<file path="src/verilog/tsc_regs.vh">
`ifndef TSC_REGS_VH
`define TSC_REGS_VH
// ==========================================
// register index and reset
`define TSC_CFG_INDEX 3'h1
`define TSC_CFG_RESET 16'h0000
// ==========================================
// field positions
`define TSC_BIT_MODE 0
`define TSC_BIT_POL 1
`define TSC_BIT_CRIT_ONLY 2
`define TSC_BIT_ALERT_EN 3
`define TSC_BIT_STATUS 4
`define TSC_BIT_CLEAR 5
`define TSC_BIT_WIN_LOCK 6
`define TSC_BIT_CRIT_LOCK 7
`define TSC_BIT_SHUTDOWN 8
`define TSC_BIT_HYST_LO 9
`define TSC_BIT_HYST_HI 10
// ==========================================
// hysteresis in temperature lsbs of 0.0625 degC
`define TSC_HYST_0 13'h0000
`define TSC_HYST_1P5 13'h0018
`define TSC_HYST_3 13'h0030
`define TSC_HYST_6 13'h0060
`endif
</file>
<file path="src/verilog/tsc_config.v">
`timescale 1ns/1ps
// Overview of operation
// - sixteen-bit register, zero after power-on reset
// - bit 0 picks comparator or interrupt mode
// - bit 1 polarity; locked by either lock
// - bit 2 selects critical-only alert source
// - window lock freezes critical-only bit
// - bit 3 alert enable; locked by either lock
// - bit 4 reads alert status: live condition in comparator mode, latched interrupt in interrupt mode
// - writes to status bit do nothing
// - writing one to bit 5 clears interrupt
// - bit 5 reads zero; comparator ignores it
// - window lock rejects window limit writes
// - window lock sticky until power-on reset
// - critical lock rejects critical limit writes
// - critical lock sticky until power-on reset
// - single write arms a lock
// - shutdown stops conversion and masks the alert condition, but not an interrupt already pending
// - shutdown cannot be set while locked
// - shutdown clears anytime and at reset
// - bits 10:9 choose hysteresis amount
// - hysteresis applies at every trip threshold
// - bits 15:11 read zero
// - above-window flag sets above, clears at limit-hyst
module tsc_config (
  clock,
  rst_n,
  cfg_wr,
  cfg_wdata,
  cfg_rdata,
  temp_valid,
  temp_value,
  upper_limit,
  lower_limit,
  crit_limit,
  window_wr_allow,
  crit_wr_allow,
  sensor_shutdown,
  above_crit,
  above_window,
  below_window,
  alert_out,
  alert_oe
);
`include "tsc_regs.vh"
  input wire clock;
  input wire rst_n;
  input wire cfg_wr;
  input wire [15:0] cfg_wdata;
  output wire [15:0] cfg_rdata;
  input wire temp_valid;
  input wire [12:0] temp_value;
  input wire [12:0] upper_limit;
  input wire [12:0] lower_limit;
  input wire [12:0] crit_limit;
  output wire window_wr_allow;
  output wire crit_wr_allow;
  output wire sensor_shutdown;
  output reg above_crit;
  output reg above_window;
  output reg below_window;
  output reg alert_out;
  output reg alert_oe;

  // ==========================================
  // configuration fields
  reg mode_q;
  reg pol_q;
  reg crit_only_q;
  reg alert_en_q;
  reg win_lock_q;
  reg crit_lock_q;
  reg shutdown_q;
  reg [1:0] hyst_q;
  reg irq_pend_q;
  wire any_lock;
  wire [12:0] hyst;
  wire cond;
  wire clear_req;

  // signed compare of 13-bit two's-complement temperatures
  function lt13;
    input [12:0] a;
    input [12:0] b;
    begin
      lt13 = $signed(a) < $signed(b);
    end
  endfunction

  function [12:0] hyst_amt;
    input [1:0] sel;
    begin
      case (sel)
        2'h1: hyst_amt = `TSC_HYST_1P5;
        2'h2: hyst_amt = `TSC_HYST_3;
        2'h3: hyst_amt = `TSC_HYST_6;
        default: hyst_amt = `TSC_HYST_0;
      endcase
    end
  endfunction

  assign any_lock = win_lock_q | crit_lock_q;
  assign hyst = hyst_amt(hyst_q);
  assign window_wr_allow = ~win_lock_q;
  assign crit_wr_allow = ~crit_lock_q;
  assign sensor_shutdown = shutdown_q;
  // clear only counts in interrupt mode; comparator mode drops it
  assign clear_req = cfg_wr & cfg_wdata[`TSC_BIT_CLEAR] &
    mode_q;

  // ==========================================
  // register writes
  reg mode_d;
  reg pol_d;
  reg crit_only_d;
  reg alert_en_d;
  reg win_lock_d;
  reg crit_lock_d;
  reg shutdown_d;
  reg [1:0] hyst_d;

  // status and clear bits have no storage, so a write to them is not held here
  always @* begin
    mode_d = mode_q;
    pol_d = pol_q;
    crit_only_d = crit_only_q;
    alert_en_d = alert_en_q;
    win_lock_d = win_lock_q;
    crit_lock_d = crit_lock_q;
    shutdown_d = shutdown_q;
    hyst_d = hyst_q;
    if (cfg_wr) begin
      if (!any_lock) begin
        mode_d = cfg_wdata[`TSC_BIT_MODE];
        pol_d = cfg_wdata[`TSC_BIT_POL];
        alert_en_d = cfg_wdata[`TSC_BIT_ALERT_EN];
      end
      if (!win_lock_q) begin
        crit_only_d = cfg_wdata[`TSC_BIT_CRIT_ONLY];
      end
      // locks only ever set, one write suffices
      if (cfg_wdata[`TSC_BIT_WIN_LOCK]) begin
        win_lock_d = 1'b1;
      end
      if (cfg_wdata[`TSC_BIT_CRIT_LOCK]) begin
        crit_lock_d = 1'b1;
      end
      // clearing is always allowed, setting only while unlocked
      if (!cfg_wdata[`TSC_BIT_SHUTDOWN]) begin
        shutdown_d = 1'b0;
      end else if (!any_lock) begin
        shutdown_d = 1'b1;
      end
      hyst_d = cfg_wdata[`TSC_BIT_HYST_HI:`TSC_BIT_HYST_LO];
    end
  end

  // locks can only be cleared here, by the power-on reset
  always @(posedge clock or negedge rst_n) begin
    if (!rst_n) begin
      mode_q <= 1'b0;
      pol_q <= 1'b0;
      crit_only_q <= 1'b0;
      alert_en_q <= 1'b0;
      win_lock_q <= 1'b0;
      crit_lock_q <= 1'b0;
      shutdown_q <= 1'b0;
      hyst_q <= 2'h0;
    end else begin
      mode_q <= mode_d;
      pol_q <= pol_d;
      crit_only_q <= crit_only_d;
      alert_en_q <= alert_en_d;
      win_lock_q <= win_lock_d;
      crit_lock_q <= crit_lock_d;
      shutdown_q <= shutdown_d;
      hyst_q <= hyst_d;
    end
  end

  // ==========================================
  // trip flags with hysteresis, frozen in shutdown
  reg above_crit_d;
  reg above_window_d;
  reg below_window_d;
  wire [12:0] upper_clear;
  wire [12:0] lower_set;
  wire [12:0] crit_clear;
  wire take_sample;

  // threshold minus hysteresis wraps if a limit sits near the bottom
  // of the range; limits are expected to stay well inside it
  assign upper_clear = upper_limit - hyst;
  assign lower_set = lower_limit - hyst;
  assign crit_clear = crit_limit - hyst;
  assign take_sample = temp_valid & ~shutdown_q;

  always @* begin
    above_crit_d = above_crit;
    above_window_d = above_window;
    below_window_d = below_window;
    if (take_sample) begin
      if (lt13(upper_limit, temp_value)) begin
        above_window_d = 1'b1;
      end else if (!lt13(upper_clear, temp_value)) begin
        above_window_d = 1'b0;
      end
      if (lt13(temp_value, lower_set)) begin
        below_window_d = 1'b1;
      end else if (!lt13(temp_value, lower_limit)) begin
        below_window_d = 1'b0;
      end
      // critical trips at equality, unlike the window flags
      if (!lt13(temp_value, crit_limit)) begin
        above_crit_d = 1'b1;
      end else if (lt13(temp_value, crit_clear)) begin
        above_crit_d = 1'b0;
      end
    end
  end

  always @(posedge clock or negedge rst_n) begin
    if (!rst_n) begin
      above_crit <= 1'b0;
      above_window <= 1'b0;
      below_window <= 1'b0;
    end else begin
      above_crit <= above_crit_d;
      above_window <= above_window_d;
      below_window <= below_window_d;
    end
  end

  // ==========================================
  // alert condition and pin
  assign cond = !shutdown_q && (crit_only_q ? above_crit :
    (above_crit | above_window | below_window));

  // interrupt latch: a new rising condition outranks a same-cycle clear
  reg cond_q;
  reg irq_pend_d;
  always @* begin
    irq_pend_d = irq_pend_q;
    if (cond && !cond_q) begin
      irq_pend_d = 1'b1;
    end else if (clear_req || !mode_q) begin
      irq_pend_d = 1'b0;
    end
  end

  always @(posedge clock or negedge rst_n) begin
    if (!rst_n) begin
      cond_q <= 1'b0;
      irq_pend_q <= 1'b0;
    end else begin
      cond_q <= cond;
      irq_pend_q <= irq_pend_d;
    end
  end

  wire active = mode_q ? irq_pend_q : cond;

  // open-drain style pin: drives only while enabled
  reg alert_out_d;
  reg alert_oe_d;
  always @* begin
    alert_oe_d = alert_en_q;
    if (alert_en_q && active) begin
      alert_out_d = pol_q;
    end else begin
      alert_out_d = ~pol_q;
    end
  end

  // pin lags the alert status by one cycle (condition, or pending interrupt in interrupt mode); registered to avoid glitches
  always @(posedge clock or negedge rst_n) begin
    if (!rst_n) begin
      alert_out <= 1'b0;
      alert_oe <= 1'b0;
    end else begin
      alert_oe <= alert_oe_d;
      alert_out <= alert_out_d;
    end
  end

  // ==========================================
  // readback; clear and reserved bits read zero
  reg [15:0] rdata_c;
  always @* begin
    rdata_c = `TSC_CFG_RESET;
    rdata_c[`TSC_BIT_MODE] = mode_q;
    rdata_c[`TSC_BIT_POL] = pol_q;
    rdata_c[`TSC_BIT_CRIT_ONLY] = crit_only_q;
    rdata_c[`TSC_BIT_ALERT_EN] = alert_en_q;
    rdata_c[`TSC_BIT_STATUS] = active;
    rdata_c[`TSC_BIT_CLEAR] = 1'b0;
    rdata_c[`TSC_BIT_WIN_LOCK] = win_lock_q;
    rdata_c[`TSC_BIT_CRIT_LOCK] = crit_lock_q;
    rdata_c[`TSC_BIT_SHUTDOWN] = shutdown_q;
    rdata_c[`TSC_BIT_HYST_HI:`TSC_BIT_HYST_LO] = hyst_q;
  end

  assign cfg_rdata = rdata_c;
endmodule

</file>
<file path="config.mk">
export PLATFORM = sky130hd
export DESIGN_NAME = tsc_config
export DESIGN_NICKNAME = d
export VERILOG_FILES = /design/src/verilog/tsc_config.v
export VERILOG_INCLUDE_DIRS = /design/src /design/src/verilog
export SDC_FILE = /design/constraint.sdc
export NUM_CORES = 1
export LEC_CHECK = 0
export BUFFER_PORTS_ARGS = -buffer_cell sky130_fd_sc_hd__buf_2
export CAP_MARGIN = 20
export CORE_ASPECT_RATIO = 1.5
export CORE_MARGIN = 1.5
export CORE_UTILIZATION = 53
export DETAILED_ROUTE_END_ITERATION = 16
export PLACE_DENSITY = 0.92
export SLEW_MARGIN = 20
export SYNTH_ARGS = -nofsm -noshare
export SYNTH_HDL_FRONTEND = slang
export SYNTH_SLANG_ARGS = --single-unit
</file>
<file path="constraint.sdc">
create_clock -name clock -period 3.8 [get_ports clock]
set_input_delay 0.57 -clock clock [delete_from_list [all_inputs] [get_ports clock]]
set_output_delay 0.57 -clock clock [all_outputs]
set_load 0.02 [all_outputs]
</file>
==> impl_metrics.toml <==
[placement]
gp_congestion = 0.8453
port_buffers = 83
place_hpwl_mm = 6.410
dp_cells = 519
placed_area_um2 = 3453

[clock_network]
cts_tree = "done"
clockBufferDepth = 2
cts_setup_buffers = 0
cts.sinks = 16
clkLatencyLatePin_ns = 0.25
cts_root_buf = "clkbuf_8"
cts_hold_buffers = 0
cts_buffers = 3
cts_resized = 0
htreeDepth = 1
clk_pin_slew_ns = 0.06

[global_route]
grt_pass1_vias = 2887
grt_start_max_net_pins = 17
antenna_found_initial = 0
grt_pass1_wl_mm = 12.12
grt_use_total = 0.2431
overflow = 0

[worst_setup_path]
cp.required_ns = 3.94
r2r_cells = 14
critPathArrivalTime_ns = 3.55
critPathKind = "flip-flop to flip-flop"
cp-start-kind = "flip-flop"
end_kind = "flip-flop"
path_max_fanout = 6

[yosys]
ys_seq_area_frac = 0.1317
syn_area_per_cell_um2 = 8.086
synthesis.instances = 376
yosys_register_bits = 16
synth.area.top_cells = "ha_1 33%, dfrtp_1 13%, inv_1 7.3%"
synth_cell_types = 47
synthFlopType = "dfrtp_1"
synth_area_um2 = 3040
synth_edf_count = 0
synth_top_area_share = 0.3333
ys.warnings.count = 0
yosysTopAreaCell = "ha_1"
async_reset_ff_frac = 1.000

[floorplan]
start_util = 0.5537
die_x_um = 64.84
die-area_um2 = 6209
row_count = 33
ioPinCount = 96
fp.dieH_um = 95.76
coreArea_um2 = 5492

[final_layout]
instances_no_fill = 523
regArea_um2 = 400.4
areaGrowthSynthToFinish_pct = 15.47
num_antenna_cells = 0
mostFrequentLayoutCell = "buf_2"
multiInputGateArea_um2 = 2331
final_area_um2 = 3511
nFillCells = 457
final_nets = 610
mostFrequentLayoutCells = "83 x buf_2, 80 x ha_1, 59 x inv_1, 25 x nand2_1, 25 x a21oi_1"
drive_gt1_frac = 0.2097

[timing]
rsz0062_at_grt = "no"
tns_ns = 0
skew_ns = 0.004119
fin_crit_ns = 3.410
fin_crit_sh = 0.8973
slew_viol_final = 0
hold_viol_final = 0
setup_viol = 0
fmax_ghz = 0.2933

[pwr]
power_w = 0.0008508
power_density_nw_per_um2 = 242.3
vdd_drop_max_mv = 0.2419
p_leak_nw = 1.931

[detailed_routing]
drt_iter0_drc = 138
first_pass_iters = 4
drt-total-wl_mm = 7.399
dr_total_vias = 2952
drc = 0
antenna_left = 0
via_per_inst = 5.644
wl_per_cell_um = 14.15

[outcome]
status = "finished clean"

[flow_run]
max_cap_violations = 0

[worst_hold_path]
holdCritPathClass = "input pin to async pin"
-- per-layer routing --
layer  wire length [um]  global-route usage  up-vias
li1                   -                   -     1446
met3                345             0.02105       26
met5                  0                   0        -
met1               2807              0.2636     1362
met4                234             0.08333        0
met2               4011              0.4828      118
-- Yosys cell counts, drive strengths merged, types with 5 or more instances --
cell / n
a21oi: 25
buf: 14
dfrtp: 16
ha: 81
inv: 59
mux2: 5
nand2: 25
nand2b: 7
nand3: 9
nor2: 20
nor2b: 9
nor3: 6
o21ai: 22
xnor2: 17
xor2: 6
-- logic make-up (layout without fill, tap and decap cells) --
| family | after synthesis | after routing | share of synthesized area |
|---|---|---|---|
| xor gates and xnor gates | 23 | 23 | 0.06625 |
| DFF | 16 | 16 | 0.1317 |
| adders and majority gates | 84 | 84 | 0.3531 |
| other | 1 | 6 | 0.001233 |
| buffers and inverters | 74 | 146 | 0.1086 |
| muxes | 5 | 5 | 0.01975 |
| AOI/OAI and AO/OA | 79 | 79 | 0.1630 |
| and+or+nand+nor | 94 | 94 | 0.1564 |
-- flip-flops by register name, indices dropped and copies added (netlist names) --
register and flops:
crit_only_q 1, pol_q 1, alert_oe 1, irq_pend_q 1, alert_en_q 1, below_window 1, hyst_q 2, alert_out 1
above_window 1, cond_q 1, crit_lock_q 1, above_crit 1, sensor_shutdown 1, mode_q 1, win_lock_q 1
-- power by group --
| group | leakage (nW) | switching [W] | internal, W |
|---|---|---|---|
| clock network | 0.0288 | 0.0000577 | 0.0000920 |
| logic | 1.71 | 0.000285 | 0.000219 |
| registers | 0.191 | 0.0000124 | 0.000185 |
| total | 1.93 | 0.000355 | 0.000496 |
-- stage by stage --
stage | worst slack (ns) | utilization | hold slack (ns)
floorplan | 0.5350 | - | 0.2744
global placement | 0.4287 | 0.6288 | 0.3955
detailed placement | 0.3290 | 0.6288 | 0.4044
CTS | 0.2992 | 0.6389 | 0.2309
global route | 0.07145 | 0.6393 | 0.2461
finish | 0.3902 | 0.6393 | 0.2230
-- worst max-delay path, cell delays in order (launching register included) --
cell,delay [ns]
dfrtp_1,0.39
inv_1,0.09
ha_2,0.42
ha_1,0.25
nor2b_1,0.13
o21a_1,0.18
o21ai_1,0.12
nand2_1,0.13
nor3_1,0.20
xnor2_1,0.15
ha_1,0.26
a21o_1,0.18
a2111oi_0,0.41
o21ai_1,0.12
a32o_1,0.26
-- final cells by class --
cell class,count,area share
flip-flops and latches,16,0.1140
repair buffers,83,0.1183
inverters,59,0.06308
clock buffers,4,0.01568
well taps,70,0.02495
multi-input cells,291,0.6639
-- final timing paths --
path                            slack, ns  startpoint     endpoint
worst max register to register       0.39   hyst_q[0]   above_crit
worst min-delay path                 0.22       rst_n       cond_q
max in group asynchronous            3.31       rst_n  crit_only_q
worst min register to register       0.42  alert_en_q     alert_oe
min in group clock                   0.42  alert_en_q     alert_oe
worst max-delay path                 0.39   hyst_q[0]   above_crit
(Power assumes the default switching activity.)
